File: config.mk
export PLATFORM = sky130hd
export DESIGN_NAME = cwd_decoder
export DESIGN_NICKNAME = d
export VERILOG_FILES = /design/src/cwd_pkg.sv /design/src/cwd_halt_if.sv /design/src/cwd_halt_sel.sv /design/src/cwd_decoder.sv
export VERILOG_INCLUDE_DIRS = /design/src
export SDC_FILE = /design/constraint.sdc
export NUM_CORES = 1
export LEC_CHECK = 0
export ABC_AREA = 0
export BUFFER_PORTS_ARGS = -buffer_cell sky130_fd_sc_hd__buf_2
export CORE_MARGIN = 2
export CORE_UTILIZATION = 40
export CTS_CLUSTER_DIAMETER = 80
export DETAILED_ROUTE_END_ITERATION = 16
export PLACE_DENSITY = 0.68
export SLEW_MARGIN = 15
export SYNTH_ARGS = -nofsm -noshare
export SYNTH_HDL_FRONTEND = slang
export SYNTH_SLANG_ARGS = --single-unit
File: constraint.sdc
create_clock -name clk_i -period 3.7 [get_ports clk_i]
set_input_delay 0.74 -clock clk_i [delete_from_list [all_inputs] [get_ports clk_i]]
set_output_delay 0.74 -clock clk_i [all_outputs]
set_load 0.03 [all_outputs]
File: src/cwd_map.svh
`ifndef CWD_MAP_SVH
`define CWD_MAP_SVH

// ----------------------------------------
// Register offsets
// ----------------------------------------
`define CWD_AW          8
`define CWD_OFF_CWL     8'h00
`define CWD_OFF_CWH     8'h04
`define CWD_OFF_HCFG    8'h08
`define CWD_OFF_STAT    8'h0c

// ----------------------------------------
// Reset values
// ----------------------------------------
`define CWD_CWL_RST     16'h0000
`define CWD_CWH_RST     1'b0
`define CWD_HCFG_RST    2'h0
`define CWD_RD_ZERO     32'h0000_0000

// ----------------------------------------
// Low command word bit positions
// ----------------------------------------
`define CWD_B_STOP      0
`define CWD_B_START     1
`define CWD_B_REV       2
`define CWD_B_LOCAL     3
`define CWD_B_FRST      4
`define CWD_B_EXTB      5
`define CWD_B_RUNDIS    6
`define CWD_B_HRAMP     7
`define CWD_B_HEMER     8
`define CWD_B_HCOAST    9
`define CWD_B_RAMP2     10
`define CWD_B_ROUT0     11
`define CWD_B_RHOLD     12
`define CWD_B_RIN0      13
`define CWD_B_LOCK      14
`define CWD_B_TLIM2     15

// High word: bit 16 of the full word sits at index 0
`define CWD_B_BUSLOC    0

`endif

File: src/cwd_pkg.sv
package cwd_pkg;

    typedef enum logic [1:0] {
        cwd_hm_ramp  = 2'b00,
        cwd_hm_coast = 2'b01,
        cwd_hm_emer  = 2'b10
    } cwd_halt_t;

    typedef enum logic [1:0] {
        cwd_st_idle = 2'b00,
        cwd_st_run  = 2'b01,
        cwd_st_halt = 2'b10
    } cwd_state_t;

endpackage

File: src/cwd_halt_if.sv
`timescale 1ns/1ns
interface cwd_halt_if;
    import cwd_pkg::*;
    logic      stop;
    logic      start;
    logic      req_ramp;
    logic      req_emer;
    logic      req_coast;
    cwd_halt_t cfg_mode;
    logic      halt;
    logic      run;
    cwd_halt_t mode;

    modport src (output stop, start, req_ramp, req_emer, req_coast, cfg_mode,
                 input  halt, run, mode);
    modport sel (input  stop, start, req_ramp, req_emer, req_coast, cfg_mode,
                 output halt, run, mode);
endinterface

File: src/cwd_halt_sel.sv
`timescale 1ns/1ns
module cwd_halt_sel
    import cwd_pkg::*;
(
    // Request and resolved command
    cwd_halt_if.sel hs
);

    // ----------------------------------------
    // Stop and start priority
    // ----------------------------------------
    // Stop beats start when both are set
    assign hs.halt = hs.stop;
    assign hs.run  = hs.start & ~hs.stop;

    // ----------------------------------------
    // Stop mode resolution
    // ----------------------------------------
    // Mode requests count only beside the stop bit.
    // Harshest request wins if several are set.
    wire use_emer  = hs.stop & hs.req_emer;
    wire use_coast = hs.stop & hs.req_coast;
    wire use_ramp  = hs.stop & hs.req_ramp;

    assign hs.mode = use_emer  ? cwd_hm_emer  :
                     use_coast ? cwd_hm_coast :
                     use_ramp  ? cwd_hm_ramp  :
                     hs.cfg_mode;

endmodule

File: src/cwd_decoder.sv
// The address map and strobed register access were left to the implementer.
`timescale 1ns/1ns
`include "cwd_map.svh"
// How it works
// Command word is 32 bits; low and high 16-bit halves are separate registers.
// Stop bit halts using configured stop mode unless a mode request bit is set.
// Start bit runs the drive; stop together with start means stop.
// Direction is bit 2 XOR reference sign; 1 is reverse.
// Bit 5 picks external location b when 1, location a when 0.
// Bit 7 with stop halts along the selected deceleration ramp.
// Bit 8 with stop performs an emergency halt.
// Bit 9 with stop coasts to a halt.
// Bit 10 picks ramp pair 2 when 1, pair 1 when 0.
// Bit 11 forces ramp output to zero while set.
// Bit 12 holds the ramp output at its present value while set.
// Bit 13 forces ramp input to zero while set.
// Bit 14 blocks the panel key from entering local mode.
// Bit 15 picks torque limit set 2 when 1, set 1 when 0.
// Upper bit 16 requests bus local command mode.
// Bit 3 enters local mode when 1, external mode when 0.
// Fault reset fires only on a 0-to-1 change of bit 4.
// Bit 6 activates run disable when 1, run enable when 0.
module cwd_decoder
    import cwd_pkg::*;
(
    // Clock and reset
    input  wire logic              clk_i,
    input  wire logic              rst_i,

    // Register port
    input  wire logic [`CWD_AW-1:0] addr_i,
    input  wire logic [31:0]        wdata_i,
    input  wire logic               wr_i,
    input  wire logic               rd_i,
    output logic      [31:0]        rdata_o,

    // Drive side inputs
    input  wire logic              ref_sign_i,
    input  wire logic              panel_location_key_i,
    input  wire logic              halt_done_i,

    // Start and stop commands
    output logic                   run_cmd_o,
    output logic                   halt_cmd_o,
    output cwd_halt_t              halt_mode_o,
    output cwd_state_t             cmd_state_o,
    output logic                   reverse_o,

    // Control location
    output logic                   local_mode_o,
    output logic                   external_location_b_o,
    output logic                   panel_local_lockout_o,
    output logic                   bus_local_command_mode_o,

    // Run and fault control
    output logic                   run_disable_o,
    output logic                   fault_reset_o,

    // Ramp generator
    output logic                   ramp_pair2_o,
    output logic                   ramp_out_zero_o,
    output logic                   ramp_hold_o,
    output logic                   ramp_in_zero_o,

    // Torque limits
    output logic                   second_torque_limit_select_o
);

    // ----------------------------------------
    // Address decode
    // ----------------------------------------
    // Exact match only, so an unmapped offset
    // can never alias onto the command word.
    function automatic logic hit(
        input logic [`CWD_AW-1:0] a,
        input logic [`CWD_AW-1:0] off
    );
        hit = (a == off);
    endfunction

    wire wr_cwl  = wr_i & hit(addr_i, `CWD_OFF_CWL);
    wire wr_cwh  = wr_i & hit(addr_i, `CWD_OFF_CWH);
    wire wr_hcfg = wr_i & hit(addr_i, `CWD_OFF_HCFG);

    wire rd_cwl  = hit(addr_i, `CWD_OFF_CWL);
    wire rd_cwh  = hit(addr_i, `CWD_OFF_CWH);
    wire rd_hcfg = hit(addr_i, `CWD_OFF_HCFG);
    wire rd_stat = hit(addr_i, `CWD_OFF_STAT);

    // ----------------------------------------
    // Command word registers
    // ----------------------------------------
    logic [15:0] cwl_ff;
    logic        cwh_busloc_ff;
    cwd_halt_t   hcfg_ff;

    // Low and high halves written apart
    wire [15:0] nxt_cwl = wr_cwl ? wdata_i[15:0] : cwl_ff;
    wire nxt_cwh_busloc = wr_cwh ? wdata_i[16 + `CWD_B_BUSLOC] : cwh_busloc_ff;

    // Unused stop mode code falls back to ramp
    wire [1:0]  hcfg_raw = wdata_i[1:0];
    wire        hcfg_ok  = (hcfg_raw == cwd_hm_coast) | (hcfg_raw == cwd_hm_emer);
    cwd_halt_t  hcfg_val;
    assign hcfg_val = hcfg_ok ? cwd_halt_t'(hcfg_raw) : cwd_hm_ramp;
    cwd_halt_t  nxt_hcfg;
    assign nxt_hcfg = wr_hcfg ? hcfg_val : hcfg_ff;

    always_ff @(posedge clk_i or posedge rst_i) begin
        if (rst_i) begin
            cwl_ff <= `CWD_CWL_RST;
        end else begin
            cwl_ff <= nxt_cwl;
        end
    end

    always_ff @(posedge clk_i or posedge rst_i) begin
        if (rst_i) begin
            cwh_busloc_ff <= `CWD_CWH_RST;
        end else begin
            cwh_busloc_ff <= nxt_cwh_busloc;
        end
    end

    always_ff @(posedge clk_i or posedge rst_i) begin
        if (rst_i) begin
            hcfg_ff <= cwd_halt_t'(`CWD_HCFG_RST);
        end else begin
            hcfg_ff <= nxt_hcfg;
        end
    end

    // ----------------------------------------
    // Field extraction
    // ----------------------------------------
    wire f_stop   = cwl_ff[`CWD_B_STOP];
    wire f_start  = cwl_ff[`CWD_B_START];
    wire f_rev    = cwl_ff[`CWD_B_REV];
    wire f_local  = cwl_ff[`CWD_B_LOCAL];
    wire f_extb   = cwl_ff[`CWD_B_EXTB];
    wire f_rundis = cwl_ff[`CWD_B_RUNDIS];
    wire f_hramp  = cwl_ff[`CWD_B_HRAMP];
    wire f_hemer  = cwl_ff[`CWD_B_HEMER];
    wire f_hcoast = cwl_ff[`CWD_B_HCOAST];
    wire f_ramp2  = cwl_ff[`CWD_B_RAMP2];
    wire f_rout0  = cwl_ff[`CWD_B_ROUT0];
    wire f_rhold  = cwl_ff[`CWD_B_RHOLD];
    wire f_rin0   = cwl_ff[`CWD_B_RIN0];
    wire f_lock   = cwl_ff[`CWD_B_LOCK];
    wire f_tlim2  = cwl_ff[`CWD_B_TLIM2];

    // ----------------------------------------
    // Stop mode and priority
    // ----------------------------------------
    cwd_halt_if hs ();

    assign hs.stop      = f_stop;
    assign hs.start     = f_start;
    assign hs.req_ramp  = f_hramp;
    assign hs.req_emer  = f_hemer;
    assign hs.req_coast = f_hcoast;
    assign hs.cfg_mode  = hcfg_ff;

    cwd_halt_sel u_halt_sel (
        .hs (hs.sel)
    );

    // ----------------------------------------
    // Command sequencer
    // ----------------------------------------
    // The halt state holds until the drive
    // reports standstill, but halt_cmd_o follows
    // the stop bit and can drop before that.
    cwd_state_t state_ff;
    cwd_state_t nxt_state;

    always_comb begin
        nxt_state = state_ff;
        case (state_ff)
            cwd_st_idle: begin
                if (hs.run) begin
                    nxt_state = cwd_st_run;
                end
            end
            cwd_st_run: begin
                if (hs.halt) begin
                    nxt_state = cwd_st_halt;
                end
            end
            cwd_st_halt: begin
                if (halt_done_i) begin
                    nxt_state = hs.run ? cwd_st_run : cwd_st_idle;
                end
            end
            default: begin
                nxt_state = cwd_st_idle;
            end
        endcase
    end

    // Mode is frozen once a halt begins
    cwd_halt_t mode_ff;
    cwd_halt_t nxt_mode;
    assign nxt_mode = (state_ff != cwd_st_halt) ? hs.mode : mode_ff;

    always_ff @(posedge clk_i or posedge rst_i) begin
        if (rst_i) begin
            state_ff <= cwd_st_idle;
        end else begin
            state_ff <= nxt_state;
        end
    end

    always_ff @(posedge clk_i or posedge rst_i) begin
        if (rst_i) begin
            mode_ff <= cwd_hm_ramp;
        end else begin
            mode_ff <= nxt_mode;
        end
    end

    // ----------------------------------------
    // Fault reset edge
    // ----------------------------------------
    // Edge taken against the stored bit so a
    // rewrite of the same 1 gives no pulse.
    wire nxt_frst = wr_cwl & wdata_i[`CWD_B_FRST] & ~cwl_ff[`CWD_B_FRST];

    // ----------------------------------------
    // Control location
    // ----------------------------------------
    // Panel key toggles location; entering local
    // is refused while the lockout bit is set.
    logic local_ff;
    wire  key_to_local  = panel_location_key_i & ~local_ff & ~f_lock;
    wire  key_to_remote = panel_location_key_i & local_ff;
    wire  wr_location   = wr_cwl;
    wire  nxt_local     = wr_location   ? wdata_i[`CWD_B_LOCAL] :
                          key_to_local  ? 1'b1 :
                          key_to_remote ? 1'b0 :
                          local_ff;

    always_ff @(posedge clk_i or posedge rst_i) begin
        if (rst_i) begin
            local_ff <= 1'b0;
        end else begin
            local_ff <= nxt_local;
        end
    end

    // ----------------------------------------
    // Command outputs
    // ----------------------------------------
    // Every command leaves on a clock edge, so the
    // drive never sees a glitch from the bus decode.
    wire nxt_reverse = f_rev ^ ref_sign_i;

    always_ff @(posedge clk_i or posedge rst_i) begin
        if (rst_i) begin
            run_cmd_o     <= 1'b0;
            halt_cmd_o    <= 1'b0;
            reverse_o     <= 1'b0;
            fault_reset_o <= 1'b0;
        end else begin
            run_cmd_o     <= hs.run;
            halt_cmd_o    <= hs.halt;
            reverse_o     <= nxt_reverse;
            fault_reset_o <= nxt_frst;
        end
    end

    // ----------------------------------------
    // Location and run control outputs
    // ----------------------------------------
    always_ff @(posedge clk_i or posedge rst_i) begin
        if (rst_i) begin
            external_location_b_o    <= 1'b0;
            panel_local_lockout_o    <= 1'b0;
            bus_local_command_mode_o <= 1'b0;
            run_disable_o            <= 1'b0;
        end else begin
            external_location_b_o    <= f_extb;
            panel_local_lockout_o    <= f_lock;
            bus_local_command_mode_o <= cwh_busloc_ff;
            run_disable_o            <= f_rundis;
        end
    end

    // ----------------------------------------
    // Ramp and torque limit outputs
    // ----------------------------------------
    always_ff @(posedge clk_i or posedge rst_i) begin
        if (rst_i) begin
            ramp_pair2_o                 <= 1'b0;
            ramp_out_zero_o              <= 1'b0;
            ramp_hold_o                  <= 1'b0;
            ramp_in_zero_o               <= 1'b0;
            second_torque_limit_select_o <= 1'b0;
        end else begin
            ramp_pair2_o                 <= f_ramp2;
            ramp_out_zero_o              <= f_rout0;
            ramp_hold_o                  <= f_rhold;
            ramp_in_zero_o               <= f_rin0;
            second_torque_limit_select_o <= f_tlim2;
        end
    end

    assign halt_mode_o  = mode_ff;
    assign cmd_state_o  = state_ff;
    assign local_mode_o = local_ff;

    // ----------------------------------------
    // Read data
    // ----------------------------------------
    // State and mode in the low bits, one flag per bit above
    wire [31:0] stat_word = {19'h0,
                             f_tlim2,
                             local_ff,
                             cwh_busloc_ff,
                             f_lock,
                             reverse_o,
                             f_rundis,
                             f_extb,
                             halt_cmd_o,
                             run_cmd_o,
                             mode_ff,
                             state_ff};

    // Unmapped addresses read as zero
    wire [31:0] cwl_word  = {16'h0000, cwl_ff};
    wire [31:0] cwh_word  = {15'h0, cwh_busloc_ff, 16'h0000};
    wire [31:0] hcfg_word = {30'h0, hcfg_ff};

    wire [31:0] rd_mux = rd_cwl  ? cwl_word :
                         rd_cwh  ? cwh_word :
                         rd_hcfg ? hcfg_word :
                         rd_stat ? stat_word :
                         `CWD_RD_ZERO;

    always_ff @(posedge clk_i or posedge rst_i) begin
        if (rst_i) begin
            rdata_o <= `CWD_RD_ZERO;
        end else begin
            rdata_o <= rd_i ? rd_mux : `CWD_RD_ZERO;
        end
    end

endmodule

==> reports/results.ini <==
[die]
rows=27
start_util_pct=40.7
die_area_mm2=0.00614
placeableCoreArea_mm2=0.00544
io-pin-count=97
die_h_um=78.4
fp.dieW_um=78.4

[clocking]
numClockSinks=54
h-tree-depth=2
clk_path_buf_depth=2
cts_buffers=5
cts_root_buffer=clkbuf_8
cts_setup_buffers=0
clkSlewWorstSetupHoldPaths_ns=0.09
cts_resized=0
hold_buffers=0
clk_latency_ns=0.30
cts_tree=built

[global_routing]
grt_pass1_vias=1333
grt_overflow=0
antenna_found_initial=0
grt_pass1_wl_um=6520
gr-usage-all-layers_pct=13.9
grt_max_degree=55

[sta]
finalCritPeriodShare_pct=52.5
tns_ns=0
setup_viol=0
rsz0062_at_grt=false
max_slew_margin_pct=39.7
setup_slack_ns=1.76
whs_ns=0.400
clock.fmax_ghz=0.515
final_max_slew_viol_count=0
min_period_ns=1.94
finalClockSkew_ns=0.00240
finalHoldViolCount=0
tightest_slew_ns=0.904

[synthesis]
synthTopCellsByArea=dfrtp_1 61%, mux2_4 6.1%, mux2_2 6.1%
synth-edff-count=0
ys_seq_elements=54
synth.top_cell.area_share_pct=61.1
avgSynthCellArea_um2=13.4
ys_top_cells_by_count=54 x dfrtp_1, 16 x nor2_1, 15 x buf_4
synth.most_common_cell=dfrtp_1
ys_seq_area_share_pct=61.1
synth_cell_types=32
synth_cells=165
synthesis.area_mm2=0.00221
yosys_warnings=0
async_flop_share_pct=100
yosysTopAreaCell=dfrtp_1
ys.flop_type=dfrtp_1

[worst_setup_path]
ff2ff_setup_slack_ns=2.59
crit_path_max_incr_delay_ns=0.40
cp_max_fo=18
worstPathCellList=buf_2 -> nor4_4 -> buf_4 -> nand3_4 -> mux2_4
slowest_stage=mux2_4
cp-end-kind=flip-flop
ff2ff_path_depth=3
critPathLaunchType=input port
critPathKind=input port to flip-flop
cp.arrival_ns=2.13
rr_endpoint=halt_mode_o[1]
timing.rr.start=cwl_ff[0]
required_ns=3.89

[drt]
routed_wirelength_um=4060
route.antenna.remaining_nets=0
drt-initial-drc-count=73
vias=1401
vias_per_cell=4.58
wl_per_cell_um=13.3
dr.pass1.iters=4
drc=0

[finish]
finalNetCount=280
final_util_pct=48.7
antennaDiodeCount=0
drive_gt1_share_pct=43.2
stdcell_count=306
synthToLayoutAreaGrowth_pct=19.7
fillCellCount=522

[power_and_ir_drop]
ir_drop_mv=0.229
p_leak_nw=1.43
powerDensity_mw_per_mm2=429

[outcome]
outcome=complete, no violations

[placement]
finalWeightedCongestion=0.751
pre_cts_slack_ns=1.44
dp_hpwl_um=2840
dp_cells=298
portBuffers=66

[hold_path]
hold_path_depth=0
hold_class=flip-flop to flip-flop
hp-start=cwl_ff[13]
worstHoldEndpoint=ramp_in_zero_o

[job]
drv_cap=0

## layout make-up
class | count | area (um2) | area share (%)
repair buffers | 68 | 345 | 13.0
well taps | 72 | 90.1 | 3.40
clock buffers | 6 | 72.6 | 2.74
multi-input cells | 103 | 772 | 29.1
clock inverters | 2 | 13.8 | 0.519
flip-flops and latches | 54 | 1350 | 51.0
inverters | 1 | 5.00 | 0.189
## worst max-delay path: cells and delay by family
family        cells  cell delay, ns
mux               1            0.40
buf+inv           2            0.39
simple gates      2            0.58
## registers in the layout, indices dropped and copies added (netlist names)
name	flops
rdata_o	17
cwl_ff	16
cmd_state_o	2
halt_mode_o	2
hcfg_ff	2
bus_local_command_mode_o	1
cwh_busloc_ff	1
external_location_b_o	1
fault_reset_o	1
halt_cmd_o	1
local_mode_o	1
panel_local_lockout_o	1
ramp_hold_o	1
ramp_in_zero_o	1
ramp_out_zero_o	1
ramp_pair2_o	1
reverse_o	1
run_cmd_o	1
run_disable_o	1
second_torque_limit_select_o	1
## where the power goes
| part | switching [mW] | internal [mW] |
|---|---|---|
| Sequential | 0.0281 | 0.619 |
| Clock | 0.183 | 0.134 |
| Combinational | 0.111 | 0.0602 |
## metal layers
metal | part of all wire, % | global-route usage [%] | vias to the layer above
li1 | - | - | 682
met1 | 46 | 19.1 | 668
met2 | 47 | 21.7 | 46
met3 | 5.7 | 3.45 | 5
met4 | 1.3 | 4.74 | 0
met5 | 0 | 0 | -
## cell usage in the layout, fill, tap and decap left out, types with 2 or more instances in the layout
master | Yosys | routed
nor4_4 | 2 | 2
clkbuf_8 | 0 | 5
mux2_4 | 9 | 9
dfrtp_1 | 54 | 54
nand4_1 | 2 | 2
nor2_1 | 16 | 16
nand2_1 | 3 | 3
buf_4 | 15 | 2
clkinv_2 | 0 | 2
buf_2 | 2 | 66
nand3_1 | 2 | 2
nand2b_1 | 4 | 4
nor2b_1 | 4 | 4
o21ai_0 | 3 | 3
and3_1 | 5 | 5
conb_1 | 1 | 15
a22oi_1 | 12 | 12
mux2i_1 | 2 | 2
mux2_2 | 12 | 12
## cells by family (layout without fill, tap and decap cells)
| logic type | after synthesis | after routing | share of synthesized area, % |
|---|---|---|---|
| buffers and inverters | 22 | 77 | 6.73 |
| other | 1 | 15 | 0.169 |
| XOR/XNOR | 1 | 1 | 0.396 |
| AND/OR/NAND/NOR | 44 | 44 | 12.3 |
| flip-flops | 54 | 54 | 61.1 |
| AO/OA/AOI/OAI | 20 | 20 | 6.22 |
| multiplexers | 23 | 23 | 13.1 |
## stage by stage
step           cell area, um2  power [mW]
4_1_cts                  2650        1.15
5_1_grt                  2650        1.20
6_report                 2650        1.14
2_1_floorplan            2270       0.784
3_3_place_gp             2560       0.828
3_5_place_dp             2560       0.832
## worst max-delay path by stage
stage	startpoint	end	slack (ns)
2_1_floorplan	rst_i	bus_local_command_mode_o	1.65
3_3_place_gp	addr_i[1]	cwl_ff[3]	1.44
3_5_place_dp	addr_i[1]	cwl_ff[8]	1.44
4_1_cts	addr_i[1]	cwl_ff[8]	1.75
5_1_grt	addr_i[1]	cwl_ff[3]	1.70
6_report	addr_i[1]	cwl_ff[6]	1.76
Note: power is estimated with default switching activity, not from simulation.
